===== src/nce_defs.svh =====
`ifndef NCE_DEFS_SVH
`define NCE_DEFS_SVH

// Register byte offsets on the Avalon-MM slave.
`define NCE_REG_INSTR 5'h00
`define NCE_REG_STATUS 5'h04
`define NCE_REG_PC 5'h08
`define NCE_REG_POINTER 5'h0C
`define NCE_REG_SHIFT 5'h10
`define NCE_REG_DISCRETE 5'h14
`define NCE_REG_RAMDATA 5'h18

// Field positions in the pointer register.
`define NCE_PTR_CARRY_BIT 8

// Reset values.
`define NCE_PC_RESET 11'h000
`define NCE_NIB_RESET 4'h0

// Fixed page pattern loaded by the single-word call.
`define NCE_CALL_PAGE 4'h8

// Number of discrete output lines.
`define NCE_NUM_DISCRETE 10

// Bus answer latency in cycles after the request rises.
`define NCE_BUS_WAIT 1

`endif


===== src/nce_pkg.sv =====
package nce_pkg;

  typedef logic [10:0] nce_pc_t;
  typedef logic [3:0] nce_nib_t;

  typedef enum logic [4:0] {
    nop_op,
    swap_work_scratch_op,
    load_scratch_immediate_op,
    shift_in_one_op,
    shift_in_zero_op,
    set_ram_bit_op,
    clear_ram_bit_op,
    test_ram_bit_op,
    skip_on_carry_op,
    skip_on_ram_match_op,
    skip_on_immediate_match_op,
    skip_on_test_input_op,
    scratch_page_jump_op,
    indexed_jump_op,
    in_page_jump_op,
    call_fixed_page_op,
    return_op,
    return_skip_op,
    unmask_high_irq_op,
    mask_high_irq_op,
    unmask_low_irq_op,
    mask_low_irq_op,
    strobe_port_drive_on_op,
    strobe_port_drive_off_op,
    output_shift_to_strobe_op,
    output_scratch_pointer_op,
    drive_bidir_port_op,
    bidir_input_mode_op,
    read_bidir_port_op,
    set_discrete_op,
    clear_discrete_op
  } nce_op_t;

endpackage


===== src/nce_stack.sv =====
`timescale 1ns/100ps
module nce_stack #(
  parameter int DEPTH = 4,
  parameter int WIDTH = 11
) (
  input wire logic mclk,
  input wire logic rst,
  input wire logic push,
  input wire logic pop,
  input wire logic [WIDTH-1:0] din,
  output logic [WIDTH-1:0] top
);
  localparam int PW = (DEPTH > 1) ? $clog2(DEPTH) : 1;

  if (DEPTH < 1 || WIDTH < 1) begin : g_chk
    $error("nce_stack: DEPTH and WIDTH must be at least one");
  end

  logic [WIDTH-1:0] mem [DEPTH];
  logic [PW-1:0] ptr_r;
  logic [PW-1:0] ptr_dec;

  // Circular storage: overflow overwrites the oldest return address.
  always_comb begin
    if (ptr_r == '0) begin
      ptr_dec = PW'(DEPTH - 1);
    end else begin
      ptr_dec = ptr_r - PW'(1);
    end
  end

  assign top = mem[ptr_dec];

  always_ff @(posedge mclk) begin
    if (rst) begin
      ptr_r <= '0;
    end else if (push) begin
      ptr_r <= (ptr_r == PW'(DEPTH - 1)) ? '0 : ptr_r + PW'(1);
    end else if (pop) begin
      ptr_r <= ptr_dec;
    end
  end

  always_ff @(posedge mclk) begin
    if (push) begin
      mem[ptr_r] <= din;
    end
  end
endmodule


===== src/nce_ram.sv =====
`timescale 1ns/100ps
module nce_ram #(
  parameter int WORDS = 96
) (
  input wire logic mclk,
  input wire logic [6:0] addr,
  input wire logic we,
  input wire logic [3:0] wdata,
  output logic [3:0] rdata
);
  if (WORDS < 1 || WORDS > 128) begin : g_chk
    $error("nce_ram: WORDS must lie between 1 and 128");
  end

  logic [3:0] mem [WORDS];
  logic hit;

  // Addresses past the last row read as zero and ignore writes.
  assign hit = ({25'h0000000, addr} < WORDS);
  assign rdata = hit ? mem[addr] : 4'h0;

  always_ff @(posedge mclk) begin
    if (we && hit) begin
      mem[addr] <= wdata;
    end
  end
endmodule


===== src/nce_core.sv =====
// Function
// [RULE1] Swap work and scratch nibbles, one cycle.
// [RULE2] Load scratch nibble from immediate bits.
// [RULE3] Shift strobe register up, constant enters bit0.
// [RULE4] Set or clear opcode-selected RAM bit.
// [RULE5] Test RAM bit, skip when one.
// [RULE6] Skip next instruction when carry set.
// [RULE7] Skip when work equals RAM nibble.
// [RULE8] Skip when work equals immediate nibble.
// [RULE9] Skip when test input line is one.
// [RULE10] Jump: page from scratch, low seven immediate.
// [RULE11] Indexed jump ORs work into low nibble.
// [RULE12] In-page jump replaces low seven bits only.
// [RULE13] Call pushes counter, jumps to fixed page.
// [RULE14] Enable or disable each interrupt independently.
// [RULE15] Strobe port drive on/off, copy shift register.
// [RULE16] Strobe port gets scratch and pointer column.
// [RULE17] Bidir port drive, input mode, read.
// [RULE18] Ten discrete lines, each set or cleared.
// [RULE19] High interrupt wins, disables both; low disables itself.
// [RULE20] Strobe shift register is eight bits wide.
// [RULE21] Return pops stack; return-skip advances one more.
// [RULE22] True skip suppresses the next instruction word.
`timescale 1ns/100ps
`include "nce_defs.svh"
module nce_core #(
  parameter int STACK_DEPTH = 4,
  parameter int RAM_WORDS = 96,
  parameter nce_pkg::nce_pc_t HI_VECTOR = 11'h010,
  parameter nce_pkg::nce_pc_t LO_VECTOR = 11'h020
) (
  input wire logic mclk,
  input wire logic rst,
  input wire logic [4:0] address,
  input wire logic read,
  input wire logic write,
  input wire logic [31:0] writedata,
  input wire logic [3:0] byteenable,
  output logic [31:0] readdata,
  output logic waitrequest,
  input wire logic test_input_line,
  input wire logic high_priority_irq_line,
  input wire logic low_priority_irq_line,
  input wire logic [3:0] bidir_in,
  output logic [3:0] bidir_out,
  output logic [3:0] bidir_oe,
  output logic [7:0] strobe_port,
  output logic strobe_port_oe,
  output logic [9:0] discrete_output_lines
);
  import nce_pkg::*;

  if (STACK_DEPTH < 1 || RAM_WORDS < 1 || RAM_WORDS > 128) begin : g_chk
    $error("nce_core: unsupported stack depth or RAM size");
  end

  ////////////////////////////////////////////////////////////////////////////
  // Avalon-MM slave: every access waits one cycle, then completes.

  logic ack_r;
  logic [31:0] readdata_r;
  logic wr_go;
  logic exec;
  logic do_op;

  assign waitrequest = (read | write) & ~ack_r;
  assign readdata = readdata_r;
  // Partial-word writes are ignored.
  assign wr_go = write & ack_r & (byteenable == 4'hF);
  assign exec = wr_go & (address == `NCE_REG_INSTR);

  always_ff @(posedge mclk) begin
    if (rst) begin
      ack_r <= 1'b0;
    end else begin
      ack_r <= (read | write) & ~ack_r;
    end
  end

  ////////////////////////////////////////////////////////////////////////////
  // Decode.

  logic [9:0] opc;
  nce_op_t op;
  logic [6:0] imm7;
  logic [3:0] imm4;
  logic [1:0] bsel;

  assign opc = writedata[9:0];
  assign imm7 = opc[6:0];
  assign imm4 = opc[3:0];
  assign bsel = opc[1:0];

  function automatic nce_op_t decode(input logic [9:0] w);
    nce_op_t d;
    d = nop_op;
    casez (w)
      10'b1?????????: d = call_fixed_page_op;
      10'b011???????: d = in_page_jump_op;
      10'b010???????: d = scratch_page_jump_op;
      10'b001???????: d = indexed_jump_op;
      10'b0000001???: d = load_scratch_immediate_op;
      10'b0000010???: d = skip_on_immediate_match_op;
      10'b00000110??: d = set_ram_bit_op;
      10'b00000111??: d = clear_ram_bit_op;
      10'b00001000??: d = test_ram_bit_op;
      10'b0001000???: d = set_discrete_op;
      10'b0001001???: d = clear_discrete_op;
      10'b0000000???, 10'b0000110???, 10'b0000111???: d = nop_op;
      default: d = nop_op;
    endcase
    if (w[9:4] == 6'h01 || w[9:4] == 6'h02) begin
      d = w[4] ? load_scratch_immediate_op : skip_on_immediate_match_op;
    end
    if (w[9:4] == 6'h04) begin
      d = w[3] ? test_ram_bit_op : (w[2] ? clear_ram_bit_op : set_ram_bit_op);
    end
    if (w[9:4] == 6'h05) begin
      d = set_discrete_op;
    end
    if (w[9:4] == 6'h06) begin
      d = clear_discrete_op;
    end
    if (w[9:4] == 6'h00) begin
      unique case (w[3:0])
        4'h0: d = nop_op;
        4'h1: d = swap_work_scratch_op;
        4'h2: d = shift_in_one_op;
        4'h3: d = shift_in_zero_op;
        4'h4: d = skip_on_carry_op;
        4'h5: d = skip_on_ram_match_op;
        4'h6: d = skip_on_test_input_op;
        4'h7: d = return_op;
        4'h8: d = return_skip_op;
        4'h9: d = unmask_high_irq_op;
        4'hA: d = mask_high_irq_op;
        4'hB: d = unmask_low_irq_op;
        4'hC: d = mask_low_irq_op;
        4'hD: d = strobe_port_drive_on_op;
        4'hE: d = strobe_port_drive_off_op;
        4'hF: d = output_shift_to_strobe_op;
      endcase
    end
    if (w[9:4] == 6'h07) begin
      unique case (w[3:0])
        4'h0: d = output_scratch_pointer_op;
        4'h1: d = drive_bidir_port_op;
        4'h2: d = bidir_input_mode_op;
        4'h3: d = read_bidir_port_op;
        default: d = nop_op;
      endcase
    end
    return d;
  endfunction

  assign op = decode(opc);

  ////////////////////////////////////////////////////////////////////////////
  // Core state.

  nce_pc_t pc_r;
  nce_pc_t pc_inc;
  nce_pc_t stack_top;
  nce_nib_t work_nibble_r;
  nce_nib_t scratch_nibble_register_r;
  logic [6:0] ram_pointer_r;
  logic carry_r;
  logic skip_r;
  logic skip_cond;
  logic [7:0] shift_r;
  logic hi_en_r;
  logic lo_en_r;
  logic irq_go;
  logic irq_hi;
  logic [9:0] last_opc_r;
  logic [3:0] ram_rdata;
  logic [3:0] ram_wdata;
  logic ram_we;
  logic [3:0] bit_mask;

  // A skipped word is consumed as an ordinary instruction cycle.
  assign do_op = exec & ~skip_r;
  // The page bits are not touched by a low-counter wrap.
  assign pc_inc = {pc_r[10:7], pc_r[6:0] + 7'h01};
  assign bit_mask = 4'h1 << bsel;

  // Interrupts are only taken between bus accesses and never under a skip.
  assign irq_hi = high_priority_irq_line & hi_en_r;
  assign irq_go = ~(read | write) & ~skip_r & (irq_hi | (low_priority_irq_line & lo_en_r));

  always_comb begin
    unique case (op)
      // [RULE5] RAM bit test
      test_ram_bit_op: skip_cond = ram_rdata[bsel];
      // [RULE6] carry test
      skip_on_carry_op: skip_cond = carry_r;
      // [RULE7] RAM compare
      skip_on_ram_match_op: skip_cond = (work_nibble_r == ram_rdata);
      // [RULE8] immediate compare
      skip_on_immediate_match_op: skip_cond = (work_nibble_r == imm4);
      // [RULE9] test line sample
      skip_on_test_input_op: skip_cond = test_input_line;
      default: skip_cond = 1'b0;
    endcase
  end

  // [RULE22] skip flag
  always_ff @(posedge mclk) begin
    if (rst) begin
      skip_r <= 1'b0;
    end else if (exec) begin
      skip_r <= ~skip_r & skip_cond;
    end
  end

  always_ff @(posedge mclk) begin
    if (rst) begin
      pc_r <= `NCE_PC_RESET;
    end else if (irq_go) begin
      pc_r <= irq_hi ? HI_VECTOR : LO_VECTOR;
    end else if (do_op) begin
      unique case (op)
        // [RULE10] scratch page jump
        scratch_page_jump_op: pc_r <= {scratch_nibble_register_r, imm7};
        // [RULE11] indexed branch
        indexed_jump_op: pc_r <= {pc_r[10:7], imm7[6:4], imm7[3:0] | work_nibble_r};
        // [RULE12] in-page jump
        in_page_jump_op: pc_r <= {pc_r[10:7], imm7};
        // [RULE13] fixed page call
        call_fixed_page_op: pc_r <= {`NCE_CALL_PAGE, imm7};
        // [RULE21] return paths
        return_op: pc_r <= stack_top;
        return_skip_op: pc_r <= {stack_top[10:7], stack_top[6:0] + 7'h01};
        default: pc_r <= pc_inc;
      endcase
    end else if (exec) begin
      pc_r <= pc_inc;
    end else if (wr_go && address == `NCE_REG_PC) begin
      pc_r <= writedata[10:0];
    end
  end

  // [RULE13] return address push
  nce_stack #(
    .DEPTH(STACK_DEPTH),
    .WIDTH(11)
  ) u_stack (
    .mclk(mclk),
    .rst(rst),
    .push(irq_go | (do_op & (op == call_fixed_page_op))),
    .pop(do_op & ((op == return_op) | (op == return_skip_op))),
    .din(irq_go ? pc_r : pc_inc),
    .top(stack_top)
  );

  always_ff @(posedge mclk) begin
    if (rst) begin
      work_nibble_r <= `NCE_NIB_RESET;
      scratch_nibble_register_r <= `NCE_NIB_RESET;
    end else if (do_op) begin
      // [RULE1] one-cycle exchange
      if (op == swap_work_scratch_op) begin
        work_nibble_r <= scratch_nibble_register_r;
        scratch_nibble_register_r <= work_nibble_r;
      end
      // [RULE2] immediate load
      if (op == load_scratch_immediate_op) begin
        scratch_nibble_register_r <= imm4;
      end
      // [RULE17] bidir pin read
      if (op == read_bidir_port_op) begin
        work_nibble_r <= bidir_in;
      end
    end
  end

  always_ff @(posedge mclk) begin
    if (rst) begin
      ram_pointer_r <= 7'h00;
      carry_r <= 1'b0;
    end else if (wr_go && address == `NCE_REG_POINTER) begin
      ram_pointer_r <= writedata[6:0];
      carry_r <= writedata[`NCE_PTR_CARRY_BIT];
    end
  end

  // [RULE3] [RULE20] eight-bit serial shift
  always_ff @(posedge mclk) begin
    if (rst) begin
      shift_r <= 8'h00;
    end else if (do_op && (op == shift_in_one_op || op == shift_in_zero_op)) begin
      shift_r <= {shift_r[6:0], op == shift_in_one_op};
    end
  end

  always_ff @(posedge mclk) begin
    if (rst) begin
      strobe_port <= 8'h00;
      strobe_port_oe <= 1'b0;
    end else if (do_op) begin
      // [RULE15] strobe drive and copy
      if (op == strobe_port_drive_on_op) begin
        strobe_port_oe <= 1'b1;
      end
      if (op == strobe_port_drive_off_op) begin
        strobe_port_oe <= 1'b0;
      end
      if (op == output_shift_to_strobe_op) begin
        strobe_port <= shift_r;
      end
      // [RULE16] external RAM address out
      if (op == output_scratch_pointer_op) begin
        strobe_port <= {scratch_nibble_register_r, ram_pointer_r[3:0]};
      end
    end
  end

  // [RULE17] bidir drive and release
  always_ff @(posedge mclk) begin
    if (rst) begin
      bidir_out <= 4'h0;
      bidir_oe <= 4'h0;
    end else if (do_op && op == drive_bidir_port_op) begin
      bidir_out <= work_nibble_r;
      bidir_oe <= 4'hF;
    end else if (do_op && op == bidir_input_mode_op) begin
      bidir_oe <= 4'h0;
    end
  end

  always_ff @(posedge mclk) begin
    if (rst) begin
      hi_en_r <= 1'b0;
      lo_en_r <= 1'b0;
    end else if (irq_go) begin
      // [RULE19] priority acceptance
      hi_en_r <= hi_en_r & ~irq_hi;
      lo_en_r <= 1'b0;
    end else if (do_op) begin
      // [RULE14] independent masks
      unique case (op)
        unmask_high_irq_op: hi_en_r <= 1'b1;
        mask_high_irq_op: hi_en_r <= 1'b0;
        unmask_low_irq_op: lo_en_r <= 1'b1;
        mask_low_irq_op: lo_en_r <= 1'b0;
        default: begin
        end
      endcase
    end
  end

  for (genvar i = 0; i < `NCE_NUM_DISCRETE; i++) begin : g_disc
    // [RULE18] per-line set and clear
    always_ff @(posedge mclk) begin
      if (rst) begin
        discrete_output_lines[i] <= 1'b0;
      end else if (do_op && imm4 == 4'(i) && op == set_discrete_op) begin
        discrete_output_lines[i] <= 1'b1;
      end else if (do_op && imm4 == 4'(i) && op == clear_discrete_op) begin
        discrete_output_lines[i] <= 1'b0;
      end
    end
  end

  ////////////////////////////////////////////////////////////////////////////
  // Data RAM.

  always_comb begin
    ram_we = 1'b0;
    ram_wdata = writedata[3:0];
    if (wr_go && address == `NCE_REG_RAMDATA) begin
      ram_we = 1'b1;
    end else if (do_op && op == set_ram_bit_op) begin
      // [RULE4] bit set
      ram_we = 1'b1;
      ram_wdata = ram_rdata | bit_mask;
    end else if (do_op && op == clear_ram_bit_op) begin
      // [RULE4] bit clear
      ram_we = 1'b1;
      ram_wdata = ram_rdata & ~bit_mask;
    end
  end

  nce_ram #(
    .WORDS(RAM_WORDS)
  ) u_ram (
    .mclk(mclk),
    .addr(ram_pointer_r),
    .we(ram_we),
    .wdata(ram_wdata),
    .rdata(ram_rdata)
  );

  ////////////////////////////////////////////////////////////////////////////
  // Read-back.

  always_ff @(posedge mclk) begin
    if (rst) begin
      last_opc_r <= 10'h000;
    end else if (exec) begin
      last_opc_r <= opc;
    end
  end

  always_ff @(posedge mclk) begin
    if (rst) begin
      readdata_r <= 32'h00000000;
    end else if (read && !ack_r) begin
      unique case (address)
        `NCE_REG_INSTR: readdata_r <= {22'h000000, last_opc_r};
        `NCE_REG_STATUS: readdata_r <= {5'h00, pc_r, 2'h0, bidir_oe[0], strobe_port_oe, lo_en_r, hi_en_r,
                                        skip_r, carry_r, scratch_nibble_register_r, work_nibble_r};
        `NCE_REG_PC: readdata_r <= {21'h000000, pc_r};
        `NCE_REG_POINTER: readdata_r <= {23'h000000, carry_r, 1'b0, ram_pointer_r};
        `NCE_REG_SHIFT: readdata_r <= {16'h0000, strobe_port, shift_r};
        `NCE_REG_DISCRETE: readdata_r <= {22'h000000, discrete_output_lines};
        `NCE_REG_RAMDATA: readdata_r <= {28'h0000000, ram_rdata};
        default: readdata_r <= 32'h00000000;
      endcase
    end
  end
endmodule


===== config.mk =====
export PLATFORM = sky130hd
export DESIGN_NAME = nce_core
export DESIGN_NICKNAME = d
export VERILOG_FILES = /design/src/nce_pkg.sv /design/src/nce_stack.sv /design/src/nce_ram.sv /design/src/nce_core.sv
export VERILOG_INCLUDE_DIRS = /design/src /design/src/src
export SDC_FILE = /design/constraint.sdc
export NUM_CORES = 1
export LEC_CHECK = 0
export BUFFER_PORTS_ARGS = -buffer_cell sky130_fd_sc_hd__buf_4
export CORE_ASPECT_RATIO = 0.9
export CORE_UTILIZATION = 27
export DETAILED_ROUTE_END_ITERATION = 7
export PLACE_DENSITY_LB_ADDON = 0.1
export SLEW_MARGIN = 20
export SYNTH_ARGS = -nofsm -noshare
export SYNTH_HDL_FRONTEND = slang
export SYNTH_HIERARCHICAL = 1
export SYNTH_SLANG_ARGS = --single-unit

===== constraint.sdc =====
create_clock -name mclk -period 17.53 [get_ports mclk]
set_input_delay 3.506 -clock mclk [delete_from_list [all_inputs] [get_ports mclk]]
set_output_delay 3.506 -clock mclk [all_outputs]
set_load 0.005 [all_outputs]

==> results.ini <==
[outcome]
status=finished clean

[timing]
min_period_ns=8.917
drv_slew=0
worst_slew_pin_slew_ns=1.076
finalSetupViolCount=0
worst_slack_ns=8.613
relSlewSlack=0.2800
finalHoldViolations=0
finalCritPeriodShare=0.5086
max_freq_mhz=112.2
final.setup.tns_ns=0
rsz0062_at_grt=false
skew_ns=0.02059

[worst_setup_path]
endpoint_kind=register
critical_path_peak_fanout=16
cpMostUsedCell=nand3_1
cp.arrival_ns=9.20
path_cells=buf_4 > inv_1 > ha_1 > or2_2 > a21oi_1 > o41a_1 > nand3_1 > a211oi_4 > a21o_1 > a21boi_1 > nand3_1 > nor2_1
worstSetupStartpointType=input port
path_delay_family=compound AO/OA/AOI/OAI gates
critPathMaxStageDelay_ns=0.83
path_buf_inv=2
path_class=input port to register
required_ns=17.81
cpMaxStageDelayCell=nand3_1

[final_layout]
drive_gt1_frac=0.1735
multi_input_area_mm2=0.007979
antennaDiodeCount=0
syn2layout_area_growth_pct=15.67
fill_cells=8681
final-seq-area_mm2=0.01491
final_common_cell=edfxtp_1
nets=1860
layout_common_cells=428 x edfxtp_1, 214 x nor2_1, 128 x nand2_1

[routing]
wl_per_cell_um=25.21
initialDrtViolationCount=1350
drt_wl_total_um=75320
viasPerCell=5.047
drtAntennaViolNets=0
drt_drc_violations_left=0
drt-pass1-iter-count=7
vias=15080

[clock_network]
cts.clk_slew.worst_paths_ns=0.06
cts_buffer_depth=3
root_buffer=clkbuf_16
cts_setup_buffers=0
cts_inserted_buffers=59
htreeDepth=2
clk_latency_ns=0.65
cts_tree=yes
holdBufCountCts=0
cts.sinks=530
cts_resized=0

[pwr]
seq_power_share=0.503
intPower_mw=2.108
netSwitchingFraction=0.2172
leakagePower_nw=8.656
pwr-share-clk=0.470
combPwrFrac=0.026
peakVddDrop_mv=0.07223
p_sw_mw=0.5850
power_density_mw_per_mm2=98.77

[floorplan]
dieArea_mm2=0.08850
die_w_um=313.5
dieHeight_um=282.3
rows=102
ios=112
coreArea_mm2=0.08627
initial_core_util=0.2732

[global_routing]
antenna_found_initial=0
grt_overflow=0
track_usage=0.1700
grt_max_degree=97
grt_pass1_vias=15270
grt_first_pass_wirelength_um=110000

[synth]
synthCells=1736
synthDistinctLibCells=96
synth_top_cell_area_share=0.5452
ys_ff_latch=530
synth-seq-area-share=0.6318
async_flop_share=0
synth.top_cells.by_area=edfxtp_1 55%, dfxtp_1 8.7%, mux4_2 5.6%
synth_flop_cell=edfxtp_1
avgSynthCellArea_um2=13.58
syn_area_mm2=0.02357
ys_warn_count=6
synth_edf_count=428
yosys.area.top_type=edfxtp_1

[placed_design]
gp_congestion=0.8165
dpl.hpwl_um=48810
io_buffers=85
post-place-ws_ns=7.938

[hold_path]
worstHoldPathType=register to register

[flow_run]
maxCapViolations=0

[per-layer routing]
layer,global-route usage,routed length [um],vias up
li1,-,-,6810
met2,0.2789,35270,433
met5,0,0,-
met3,0.02251,3584,91
met1,0.2353,34730,7746
met4,0.04690,1738,0
[path summary, 6_finish.rpt]
kind,from,slack [ns],end,cells after the start
max,writedata[0],8.61,u_ram/mem[11][1],12
min,readdata[26],0.45,readdata[26],2
max reg2reg,ack_r,12.37,u_ram/mem[11][1],9
min reg2reg,readdata[26],0.45,readdata[26],2
[layout make-up]
class	instances	area share
clock buffers	69	0.05552
clock inverters	40	0.01611
inverters	17	0.002340
multi-input cells	1072	0.2926
flip-flops and latches	530	0.5466
well taps	1144	0.05249
repair buffers	116	0.03428
[cell usage after synthesis (6+ instances only)]
library cell  count
edfxtp_1        428
nor2_1          214
nand2_1         128
dfxtp_1         102
a21oi_1          95
mux2i_1          77
mux4_2           59
nand3_1          57
clkbuf_1         52
a22oi_1          37
o21ai_0          36
buf_2            30
nor3_1           29
mux2_2           22
a221oi_1         18
buf_4            18
a211oi_1         17
mux4_1           17
inv_1            15
nor2b_1          15
and3_1           12
ha_1             12
xnor2_1          12
xor2_1           12
a31oi_1          11
o211ai_1         11
a21o_1           10
and2_1           10
buf_6            10
nand2b_1          9
nand4_1           9
buf_1             7
a221o_1           6
a22o_1            6
nor4_1            6
o21ai_1           6
or2_2             6
[flip-flops by register name, indices dropped and copies added (netlist names)]
register and flops:
u_stack/mem 44, ram_pointer_r 7, discrete_output_lines 10, strobe_port_oe 1
scratch_nibble_register_r 4, hi_en_r 1, carry_r 1, bidir_out 4
last_opc_r 10, readdata 27, ack_r 1, strobe_port 8
pc_r 11, u_ram/mem 384, u_stack/ptr_r 2, skip_r 1
bidir_oe 1, lo_en_r 1, shift_r 8, work_nibble_r 4
[power by group through the flow]
| stage | logic (mW) | registers, mW | clock network [mW] |
|---|---|---|---|
| 6_report | 0.0708 | 1.36 | 1.27 |
| 5_1_grt | 0.0771 | 1.35 | 1.35 |
| 4_1_cts | 0.0690 | 1.36 | 1.31 |
| 3_5_place_dp | 0.0690 | 1.38 | 0 |
| 3_3_place_gp | 0.0678 | 1.38 | 0 |
| 2_1_floorplan | 0.0406 | 1.39 | 0 |
[cells by family (layout without fill, tap and decap cells)]
logic type                 after synthesis  in the layout  synth area share
DFF                                    530            530            0.6318
and+or+nand+nor                        524            524            0.1014
AOI/OAI and AO/OA                      331            331            0.1002
muxes                                  176            176            0.1190
buffers and inverters                  138            242           0.03216
xor gates and xnor gates                24             24          0.008917
adders and majority gates               12             12          0.006369
other                                    1              5         0.0001591
[worst min-delay path, stage by stage (launching register included)]
cell,delay [ns]
dfxtp_1,0.31
nand2_1,0.05
a21oi_1,0.05
[through the flow]
stage               power [mW]  std cells  cell area (um^2)    util  hold WS [ns]
CTS                      2.734       2985             27170  0.3150        0.4537
global route             2.783       2988             27270  0.3161        0.4763
global placement         1.451       2876             25220  0.2923        0.4404
floorplan                1.426       1740             23590       -        0.4360
finish                   2.693       2988             27270  0.3161        0.4513
detailed placement       1.452       2876             25220  0.2923        0.4455
No activity file was read; power rests on OpenSTA's default activity.
